### src/logic/tmr_out_pkg.sv
// Package with register map, field layouts and carriers for the timer output and start control
// Functional notes
// - One output-enable bit per channel; channel 3 at bit 3, channel 0 at bit 0.
// - Output-enable 0: timer activity never updates that channel's output bit.
// - Output-enable 0: software writes to the output bit take effect on the pin.
// - Output-enable 1: timer waveform drives the channel's output bit.
// - Output-enable 1: software writes to that output bit are discarded.
// - Writing 1 to a start-trigger bit sets count-enable; writing 0 does nothing.
// - When counting really starts after count-enable depends on channel operating mode.
// - Port 3 pin 1 latch holds the driven level: 0 low, 1 high.
// - Direction bit 0: pin is an output, output buffer on.
// - Direction bit 1: pin is an input, output buffer off.
// - Each channel's output bit holds the timer output value, 0 or 1.
// - Polarity bit 0 gives active-high output, 1 gives active-low output.
`default_nettype none
package tmr_out_pkg;
    localparam int          NUM_CH        = 4;
    localparam logic [11:0] OFS_OUT_EN    = 12'h000;
    localparam logic [11:0] OFS_OUT_LEVEL = 12'h004;
    localparam logic [11:0] OFS_POLARITY  = 12'h008;
    localparam logic [11:0] OFS_START     = 12'h00C;
    localparam logic [11:0] OFS_CNT_EN    = 12'h010;
    localparam logic [11:0] OFS_P3_LATCH  = 12'h014;
    localparam logic [11:0] OFS_P3_DIR    = 12'h018;
    localparam logic [11:0] OFS_P3_PINS   = 12'h01C;
    localparam logic [11:0] OFS_CH_MODE   = 12'h020;
    localparam int          P3_PIN1_BIT   = 1;
    localparam logic [15:0] OUT_EN_RST    = 16'h0000;
    localparam logic [15:0] OUT_LEVEL_RST = 16'h0000;
    localparam logic [15:0] POLARITY_RST  = 16'h0000;
    localparam logic [7:0]  P3_LATCH_RST  = 8'h00;
    localparam logic [7:0]  P3_DIR_RST    = 8'hFF;
    localparam logic [15:0] CH_MODE_RST   = 16'h0000;
    localparam int          MODE_W        = 2;

    // Count start behaviour per channel, two bits each in the mode register
    typedef enum logic [1:0] {
        START_IMMEDIATE = 2'h0,
        START_ON_EVENT  = 2'h1,
        START_HELD      = 2'h2,
        START_RSVD      = 2'h3
    } start_mode_t;

    typedef struct packed {
        logic        psel;
        logic        penable;
        logic        pwrite;
        logic [11:0] paddr;
        logic [31:0] pwdata;
        logic [3:0]  pstrb;
    } apb_req_t;

    typedef struct packed {
        logic        pready;
        logic        pslverr;
        logic [31:0] prdata;
    } apb_rsp_t;
endpackage
`default_nettype wire

### src/logic/tmr_out_ctrl.sv
// Timer output enable, start trigger and port 3 pin control with an APB register slave
//
// Decided for this implementation: the APB register port and the register offsets.
`timescale 1ns/1ns
`default_nettype none
module tmr_out_ctrl #(
    parameter int NCH = 4
) (
    input  wire logic                    clk_sys,
    input  wire logic                    nrst,
    input  wire tmr_out_pkg::apb_req_t   apb_req,
    output tmr_out_pkg::apb_rsp_t        apb_rsp,
    input  wire logic [NCH-1:0]          timer_wave,
    input  wire logic [NCH-1:0]          count_event,
    input  wire logic [NCH-1:0]          count_stop,
    output logic      [NCH-1:0]          count_enabled,
    output logic      [NCH-1:0]          counting,
    output logic      [NCH-1:0]          timer_pin,
    input  wire logic                    port3_pin1_in,
    output logic                         port3_pin1_out,
    output logic                         port3_pin1_oe
);
    import tmr_out_pkg::*;

    // Mode field and pin status layout leave room for eight channels at most
    if (NCH < 1 || NCH > 8) begin : bad_nch
        $error("NCH must be 1 to 8");
    end

    ////////////////////////////////////////////////////////////////////////////////
    // Register state
    logic [NCH-1:0]        out_en_q;
    logic [NCH-1:0]        out_level_q;
    logic [NCH-1:0]        out_level_d;
    logic [NCH-1:0]        polarity_q;
    logic [NCH-1:0]        cnt_en_q;
    logic [NCH-1:0]        cnt_en_d;
    logic [NCH-1:0]        run_q;
    logic [NCH-1:0]        run_d;
    logic [2*NCH-1:0]      mode_q;
    logic [7:0]            p3_latch_q;
    logic [7:0]            p3_dir_q;
    logic                  pin_meta_q;
    logic                  pin_sync_q;
    logic [NCH-1:0]        pin_q;

    ////////////////////////////////////////////////////////////////////////////////
    // APB decode; every access completes in its first access cycle
    wire        acc      = apb_req.psel & apb_req.penable;
    wire        wr       = acc & apb_req.pwrite;
    wire        lane0    = apb_req.pstrb[0];
    wire        lane1    = apb_req.pstrb[1];
    wire        hit_oe   = apb_req.paddr == OFS_OUT_EN;
    wire        hit_lvl  = apb_req.paddr == OFS_OUT_LEVEL;
    wire        hit_pol  = apb_req.paddr == OFS_POLARITY;
    wire        hit_st   = apb_req.paddr == OFS_START;
    wire        hit_ce   = apb_req.paddr == OFS_CNT_EN;
    wire        hit_lat  = apb_req.paddr == OFS_P3_LATCH;
    wire        hit_dir  = apb_req.paddr == OFS_P3_DIR;
    wire        hit_pins = apb_req.paddr == OFS_P3_PINS;
    wire        hit_mode = apb_req.paddr == OFS_CH_MODE;
    wire        mapped   = hit_oe | hit_lvl | hit_pol | hit_st | hit_ce | hit_lat | hit_dir
                         | hit_pins | hit_mode;
    wire [NCH-1:0] wdat  = apb_req.pwdata[NCH-1:0];
    wire        wr_oe    = wr & hit_oe & lane0;
    wire        wr_lvl   = wr & hit_lvl & lane0;
    wire        wr_pol   = wr & hit_pol & lane0;
    wire        wr_lat   = wr & hit_lat & lane0;
    wire        wr_dir   = wr & hit_dir & lane0;
    wire        wr_mode  = wr & hit_mode & (lane0 | lane1);
    wire [NCH-1:0] start_pulse = (wr & hit_st & lane0) ? wdat : '0;

    function automatic logic [31:0] zext(input logic [15:0] v);
        zext = {16'h0000, v};
    endfunction

    logic [15:0] rd_val;
    always_comb begin
        rd_val = 16'h0000;
        if (hit_oe) begin
            rd_val[NCH-1:0] = out_en_q;
        end else if (hit_lvl) begin
            rd_val[NCH-1:0] = out_level_q;
        end else if (hit_pol) begin
            rd_val[NCH-1:0] = polarity_q;
        end else if (hit_ce) begin
            rd_val[NCH-1:0] = cnt_en_q;
        end else if (hit_lat) begin
            rd_val[7:0] = p3_latch_q;
        end else if (hit_dir) begin
            rd_val[7:0] = p3_dir_q;
        end else if (hit_pins) begin
            rd_val[NCH-1:0] = pin_q;
            rd_val[8 + P3_PIN1_BIT] = pin_sync_q;
        end else if (hit_mode) begin
            rd_val[2*NCH-1:0] = mode_q;
        end
    end

    logic [31:0] prdata_q;
    always_ff @(posedge clk_sys or negedge nrst) begin
        if (!nrst) begin
            prdata_q <= 32'h0000_0000;
        end else if (apb_req.psel & ~apb_req.penable & ~apb_req.pwrite) begin
            prdata_q <= zext(rd_val);
        end
    end

    assign apb_rsp = '{pready: 1'b1, pslverr: acc & ~mapped, prdata: prdata_q};

    ////////////////////////////////////////////////////////////////////////////////
    // Configuration registers
    always_ff @(posedge clk_sys or negedge nrst) begin
        if (!nrst) begin
            out_en_q   <= OUT_EN_RST[NCH-1:0];
            polarity_q <= POLARITY_RST[NCH-1:0];
            p3_latch_q <= P3_LATCH_RST;
            p3_dir_q   <= P3_DIR_RST;
            mode_q     <= CH_MODE_RST[2*NCH-1:0];
        end else begin
            if (wr_oe) out_en_q <= wdat;
            if (wr_pol) polarity_q <= wdat;
            if (wr_lat) p3_latch_q <= apb_req.pwdata[7:0];
            if (wr_dir) p3_dir_q <= apb_req.pwdata[7:0];
            if (wr_mode) mode_q <= apb_req.pwdata[2*NCH-1:0];
        end
    end

    ////////////////////////////////////////////////////////////////////////////////
    // Output bits: timer owns enabled channels, software owns the rest
    always_comb begin
        out_level_d = out_level_q;
        for (int i = 0; i < NCH; i++) begin
            if (out_en_q[i]) begin
                out_level_d[i] = timer_wave[i];
            end else if (wr_lvl) begin
                out_level_d[i] = wdat[i];
            end
        end
    end

    ////////////////////////////////////////////////////////////////////////////////
    // Count enable and start gating; a start wins over a simultaneous stop
    always_comb begin
        cnt_en_d = (cnt_en_q & ~count_stop) | start_pulse;
        run_d    = run_q & cnt_en_d;
        for (int i = 0; i < NCH; i++) begin
            unique case (start_mode_t'(mode_q[2*i +: MODE_W]))
                START_IMMEDIATE: if (start_pulse[i]) run_d[i] = 1'b1;
                START_ON_EVENT:  if (cnt_en_d[i] & count_event[i]) run_d[i] = 1'b1;
                START_HELD:      run_d[i] = 1'b0;
                START_RSVD:      run_d[i] = 1'b0;
            endcase
        end
    end

    always_ff @(posedge clk_sys or negedge nrst) begin
        if (!nrst) begin
            out_level_q <= OUT_LEVEL_RST[NCH-1:0];
            cnt_en_q    <= '0;
            run_q       <= '0;
            pin_q       <= '0;
        end else begin
            out_level_q <= out_level_d;
            cnt_en_q    <= cnt_en_d;
            run_q       <= run_d;
            pin_q       <= out_level_d ^ polarity_q;
        end
    end

    ////////////////////////////////////////////////////////////////////////////////
    // Port 3 pin 1 buffer and input synchroniser
    always_ff @(posedge clk_sys or negedge nrst) begin
        if (!nrst) begin
            pin_meta_q <= 1'b0;
            pin_sync_q <= 1'b0;
        end else begin
            pin_meta_q <= port3_pin1_in;
            pin_sync_q <= pin_meta_q;
        end
    end

    assign count_enabled  = cnt_en_q;
    assign counting       = run_q;
    assign timer_pin      = pin_q;
    assign port3_pin1_out = p3_latch_q[P3_PIN1_BIT];
    assign port3_pin1_oe  = ~p3_dir_q[P3_PIN1_BIT];
endmodule
`default_nettype wire

### config.mk
export PLATFORM = sky130hd
export DESIGN_NAME = tmr_out_ctrl
export DESIGN_NICKNAME = d
export VERILOG_FILES = /design/src/logic/tmr_out_pkg.sv /design/src/logic/tmr_out_ctrl.sv
export SDC_FILE = /design/constraint.sdc
export NUM_CORES = 1
export LEC_CHECK = 0
export ABC_AREA = 1
export BUFFER_PORTS_ARGS = -buffer_cell sky130_fd_sc_hd__clkbuf_2
export CORE_ASPECT_RATIO = 0.8
export CORE_MARGIN = 2
export CORE_UTILIZATION = 55
export CTS_BUF_LIST = sky130_fd_sc_hd__clkbuf_2 sky130_fd_sc_hd__clkbuf_4 sky130_fd_sc_hd__clkbuf_8
export CTS_CLUSTER_SIZE = 16
export DETAILED_ROUTE_END_ITERATION = 8
export GPL_TIMING_DRIVEN = 1
export PLACE_DENSITY = 0.89
export SYNTH_ARGS = -nofsm -noshare
export SYNTH_HDL_FRONTEND = slang
export SYNTH_SLANG_ARGS = --single-unit
### constraint.sdc
create_clock -name clk_sys -period 2.3 [get_ports clk_sys]
set_input_delay 0.46 -clock clk_sys [delete_from_list [all_inputs] [get_ports clk_sys]]
set_output_delay 0.46 -clock clk_sys [all_outputs]
set_load 0.01 [all_outputs]
# ---- Word level (Yosys, flattened, before mapping)
# Cells that the tools add are included.
dict set report op_classes {
  reduce_logical 9
  n_bitwise 41
  eq_ne 20
  n_mux 41
}
# op n
set ops {}
lappend ops {{equality test 12 x 5 -> 1 bit, second input constant} 4}
lappend ops {{2-to-1 mux 4 bit} 11}
lappend ops {{equality test 12 x 4 -> 1 bit, second input constant} 2}
lappend ops {{2-to-1 mux 8 bit} 3}
lappend ops {{AND 1 bit} 23}
lappend ops {{2-to-1 mux 1 bit} 23}
lappend ops {{equality test 2 bit, second input constant} 8}
lappend ops {{equality test 12 x 3 -> 1 bit, second input constant} 1}
lappend ops {{equality test 12 x 6 -> 1 bit, second input constant} 1}
lappend ops {{zero test 12 bit} 1}
lappend ops {{one-hot mux 1 bit (3 select lines)} 4}
lappend ops {{bitwise OR 1 bit} 9}
lappend ops {{AND 4 bit} 2}
lappend ops {{equality test 2 x 1 -> 1 bit, second input constant} 4}
lappend ops {{zero test 2 bit} 4}
lappend ops {{OR reduction 2 bit} 4}
lappend ops {{NOT 1 bit} 4}
lappend ops {{NOT 4 bit} 1}
lappend ops {{bitwise OR 4 bit} 1}
lappend ops {{XOR 4 bit} 1}
dict set report word_totals {
  wordCells 123
  regBits 59
  in_bits 66
}

# ---- Depth between registers and ports, before layout
# Gate-level depths: netlist of the first run.
dict set report logic_depth {
  ltp_word 11
  mapped_depth 14
  depth_no_buf 14
}

# ---- Worst setup path before layout of the first run
# No wires, ideal clock.
dict set report synth_timing {
  path_kind {input to output}
  start {input apb_req[41] in the netlist's numbering}
  end {output apb_rsp[32] in the netlist's numbering}
  setup_slack_ns 0.437
  t_required_ns 1.840
  t_arrival_ns 1.403
  path_stages 7
  path_buffers 1
  path_cell_list {inv_1 > nand3_1 > inv_1 > buf_2 > nand2_1 > nand3_1 > nor4_1}
}
# item line
set synth_lines {}
lappend synth_lines {{start: declaration} tmr_out_ctrl.sv:11} ;# input wire tmr_out_pkg::apb_req_t apb_req,
lappend synth_lines {{end: declaration} tmr_out_ctrl.sv:12} ;# output tmr_out_pkg::apb_rsp_t apb_rsp,

==> results_dict.tcl, run 1 <==
set metrics [dict create \
    ys_seq_area_frac 0.4599 \
    ios 114 \
    r2r_cells 8 \
    port_buffers 63 \
    cts_setup_buffers 0 \
    run_status "completed" \
    cts_buffers 9 \
    max_freq_mhz 484.7 \
    endpoint_kind "output pin" \
    clk_pin_slew_ns 0.07 \
    area_delta_synth_final_pct 16.69 \
    layout_commonest_cell "nand2_1" \
    antenna_found_initial 0 \
    dieWidth_um 89.71 \
    fin_skew_ns 0.006011 \
    n_antenna_cell 0 \
    synth-seq-cells 59 \
    tns_ns 0 \
    r2r_slack_ns 1.14 \
    period_needed_ns 2.063 \
    powerDensity_nw_per_um2 569.9 \
    ctsResizeCount 0 \
    fin_nets 568 \
    gp_congestion 0.8824 \
    slew_headroom 0.5480 \
    path_max_fanout 7 \
    fillers 485 \
    p_leak_uw 0.001957 \
    total_power_uw 2149 \
    cts.sinks 59 \
    grt_util_met2 0.4444 \
    dieArea_um2 6509 \
    cts_hold_buf 0 \
    rsz0062_at_grt "false" \
    clk_path_buf_depth 2 \
    grt_pass1_vias 2949 \
    met3_usage 0.08619 \
    met1_usage 0.3417 \
    min_period_over_period 0.8971 \
    startpoint_type "primary input" \
    ys_warn_count 0 \
    vias_per_cell 5.198 \
    startpoint "apb_req[38]" \
    crit_type "primary input to output pin" \
    dp_cells 569 \
    firstDrtPassIters 7 \
    grt-busiest-layer "met2" \
    track_usage 0.2677 \
    synth_cell_types 29 \
    drive_above_1_share 0.2189 \
    drc 0 \
    initial_core_util 0.5818 \
    avgSynthCellArea_um2 7.533 \
    ant_nets 0 \
    hold_viol_final 0 \
    final_cell_mix "nand2_1 (126), clkbuf_2 (63), inv_1 (57)" \
    vdd_ir_drop_max_v 0.0003936 \
    setup_viol 0 \
    clk_latency_ns 0.34 \
    root_buffer "clkbuf_8" \
    synth_cells 429 \
    stdcell_count 585 \
    vias 3041 \
    netlist_area_um2 3232 \
    h-tree-depth 3 \
    rows 24 \
    drt_iter0_drc 247 \
    worst-slew-pin-transition_ns 0.6728 \
    min_path_type "primary input to asynchronous set/reset pin" \
    grt_start_max_net_pins 38 \
    overflow 0 \
    drv_slew 0 \
    drt-total-wl_um 8254 \
    cts_tree "yes" \
    core_area_um2 5555 \
    wire_per_inst_um 14.11 \
    maxCapViolCount 0 \
    crit_arrival_ns 1.60 \
    r2r_start "p3_dir_q[1]" \
    critPathRequiredTime_ns 1.84 \
    grt_pass1_wl_um 13540 \
    die_h_um 72.56 \
    dp_hpwl_um 6047 \
]
path summary, 6_finish.rpt:
kind	endpoint
hold / removal	prdata_q[0]
hold reg to reg	pin_sync_q
min in group clk_sys	pin_meta_q
max in group asynchronous	p3_dir_q[1]
setup / recovery	apb_rsp[32]
setup reg to reg	prdata_q[1]
power breakdown:
part | switching [µW] | total [µW] | leakage [µW] | internal (µW)
combinational | 97.6 | 138 | 0.00107 | 40.7
clock | 414 | 966 | 0.0000994 | 552
sequential | 2.23 | 1040 | 0.000791 | 1040
cell usage after synthesis (all sizes together):
cell type,n,area share
conb,2,0.0023
nor3,8,0.019
inv,61,0.071
nand4,2,0.0058
nor2,31,0.041
nor4,1,0.0019
a211oi,4,0.0093
dfstp,8,0.065
nand3,32,0.055
o22ai,5,0.0097
dfrtp,51,0.39
o21ai,51,0.079
a21oi,12,0.019
or2,4,0.0077
o211ai,1,0.0039
clkbuf,1,0.0012
nand2,127,0.15
buf,28,0.066
worst max-delay path, cell delays in order:
cell,delay (ns)
clkbuf_2,0.20
inv_1,0.13
nand3_1,0.10
nor2_1,0.05
nand2_1,0.11
inv_2,0.07
nor4_1,0.29
clkbuf_2,0.19
layer usage:
metal	wire length, µm	vias to the layer above
met5	0	-
met4	140	0
met3	821	17
met2	3882	162
met1	3409	1398
li1	-	1464
per-stage QoR:
stage               setup slack, ns  utilization  area (µm²)  hold slack (ns)
floorplan                    0.4374            -        3314           0.1644
global placement             0.2816       0.6423        3568           0.3332
detailed placement           0.2576       0.6423        3568           0.3530
CTS                          0.2482       0.6788        3771           0.1254
global route                0.09799       0.6788        3771           0.1546
finish                       0.2367       0.6788        3771           0.1134
cell families after synthesis:
group	synth area share
simple gates	0.2795
other cells	0.002324
compound gates	0.1204
buf+inv	0.1378
flops	0.4599
layout make-up:
type,instances,area (µm²),share of cell area
tap,78,97.59,0.02588
timing repair buffer,69,372.9,0.09887
sequential,59,1486,0.3942
multi-input combinational,302,1383,0.3666
clock buffer,12,152.6,0.04048
inverter,61,229.0,0.06072
clock inverter,4,50.05,0.01327
flip-flops by register name, summed over array words and instances (netlist names), 8 cells and up:
register / cells
prdata_q: 9
p3_dir_q: 8
p3_latch_q: 8
mode_q: 8
Power figures use the tool's default switching activity.
==> run 2: changes to the inputs <==
--- a/constraint.sdc
+++ b/constraint.sdc
@@ -3,2 +3,2 @@
 set_output_delay 0.46 -clock clk_sys [all_outputs]
-set_load 0.01 [all_outputs]
+set_load 0.005 [all_outputs]
==> results_dict.tcl, run 2 (synthesized netlist as in run 1, its figures left out) <==
set metrics [dict create \
    hold_viol_final 0 \
    drt-total-wl_um 7895 \
    dieArea_um2 6509 \
    ios 114 \
    wire_per_inst_um 13.47 \
    r2r_start "p3_dir_q[0]" \
    regToRegEndpoint "prdata_q[0]" \
    clk_pin_slew_ns 0.07 \
    r2r_cells 10 \
    cts_tree "yes" \
    powerDensity_nw_per_um2 619.6 \
    core_area_um2 5555 \
    clkPwrFrac 0.506 \
    overflow 0 \
    period_needed_ns 2.156 \
    grt_start_max_net_pins 40 \
    tns_ns 0 \
    firstDrtPassIters 6 \
    endpoint_kind "output pin" \
    max_freq_mhz 463.7 \
    initial_core_util 0.5818 \
    final_cell_mix "nand2_1 (126), clkbuf_2 (63), inv_1 (57)" \
    drc 0 \
    min_period_over_period 0.9376 \
    run_status "completed" \
    top_register "prdata_q" \
    worst_slack_ns 0.1436 \
    cp_num_buf_inv 4 \
    drv_slew 0 \
    cts_buffers 9 \
    cts_hold_buf 0 \
    crit_type "primary input to output pin" \
    vias 3046 \
    path_max_fanout 7 \
    internal_power_uw 1874 \
    setup_viol 0 \
    rsz0062_at_grt "false" \
    clk_latency_ns 0.34 \
    post-place-ws_ns 0.2022 \
    path_delay_family "simple AND/OR/NAND/NOR gates" \
    switching_share 0.2107 \
    h-tree-depth 3 \
    endpoint "apb_rsp[32]" \
    crit_cells 8 \
    ctsResizeCount 0 \
    dieWidth_um 89.71 \
    startpoint_type "primary input" \
    grt_pass1_wl_um 13070 \
    drive_above_1_share 0.2205 \
    total_power_uw 2374 \
    clk_path_buf_depth 2 \
    path_common_cell "clkbuf_2" \
    share_comb_of_total_power 0.054 \
    critPathRequiredTime_ns 1.84 \
    die_h_um 72.56 \
    antenna_found_initial 0 \
    p_leak_uw 0.001989 \
    crit_arrival_ns 1.70 \
    fin_skew_ns 0.01030 \
    worst-slew-pin-transition_ns 0.7122 \
    startpoint "apb_req[38]" \
    slew_headroom 0.5215 \
    rows 24 \
    root_buffer "clkbuf_8" \
    ant_nets 0 \
    largest_register_ffs 9 \
    gp_congestion 0.8527 \
    drt_iter0_drc 250 \
    vdd_ir_drop_max_v 0.0005015 \
    area_delta_synth_final_pct 18.58 \
    port_buffers 63 \
    grt_pass1_vias 2808 \
    power_frac_seq 0.440 \
    layout_commonest_cell "nand2_1" \
    r2r_slack_ns 1.15 \
    min_path_type "primary input to asynchronous set/reset pin" \
    max_stage_delay_ns 0.34 \
    n_antenna_cell 0 \
    p_sw_uw 500.3 \
    cts.sinks 59 \
    track_usage 0.2544 \
    crit_chain "clkbuf_2, inv_1, nand3_1, nor2_1, nand2_1, inv_2, nor4_1, clkbuf_2" \
    dp_hpwl_um 5909 \
    critPathSlowestCell "nor4_1" \
    vias_per_cell 5.198 \
    cts_setup_buffers 0 \
    maxCapViolCount 0 \
    fin_nets 569 \
]
==> run 2: cell types whose count changed in the layout (fill, tap and decap cells not counted) <==
cell and delta:
clkinvlp_4 -1, clkbuf_4 -1, clkinv_2 -1, bufinv_16 +2
buf_4 +1, clkbuf_8 +1
==> run 2: power by group through the flow <==
stage	Combinational (µW)	Clock, µW	Sequential, µW
after CTS	129	1210	1040
after global placement	125	0	1060
final	129	1200	1040
after floorplan	77.8	0	1060
after global routing	146	1250	1040
after detailed placement	128	0	1060
==> run 2: stage by stage <==
step	area, µm²	util	cells	hold WS [ns]
CTS	3832	0.6899	586	0.1062
global placement	3576	0.6437	570	0.3324
floorplan	3314	-	451	0.1644
finish	3832	0.6899	586	0.09875
detailed placement	3576	0.6437	570	0.3673
global route	3832	0.6899	586	0.1291
==> run 2: area by class of cell <==
type                       instances  area (µm²)
sequential                        59        1486
clock inverter                     4       97.59
inverter                          61       229.0
fill                             466        1723
clock buffer                      12       158.9
timing repair buffer              70       380.4
tap                               78       97.59
multi-input combinational        302        1383
==> run 2: metal layers <==
layer	track usage	routed length [µm]	up-vias
met5	0	0	-
met1	0.3395	3567	1419
met3	0.06231	593	12
met2	0.4150	3591	150
li1	-	-	1465
met4	0.08889	142	0
==> run 2: worst min path at each step <==
stage / startpoint / cells after the start / end / slack (ns)
4_1_cts: nrst / 1 / prdata_q[1] / 0.11
3_3_place_gp: pin_meta_q / 0 / pin_sync_q / 0.33
2_1_floorplan: nrst / 0 / count_enabled[0] / 0.16
6_report: nrst / 1 / prdata_q[1] / 0.1
3_5_place_dp: pin_meta_q / 0 / pin_sync_q / 0.37
5_1_grt: nrst / 1 / prdata_q[1] / 0.13
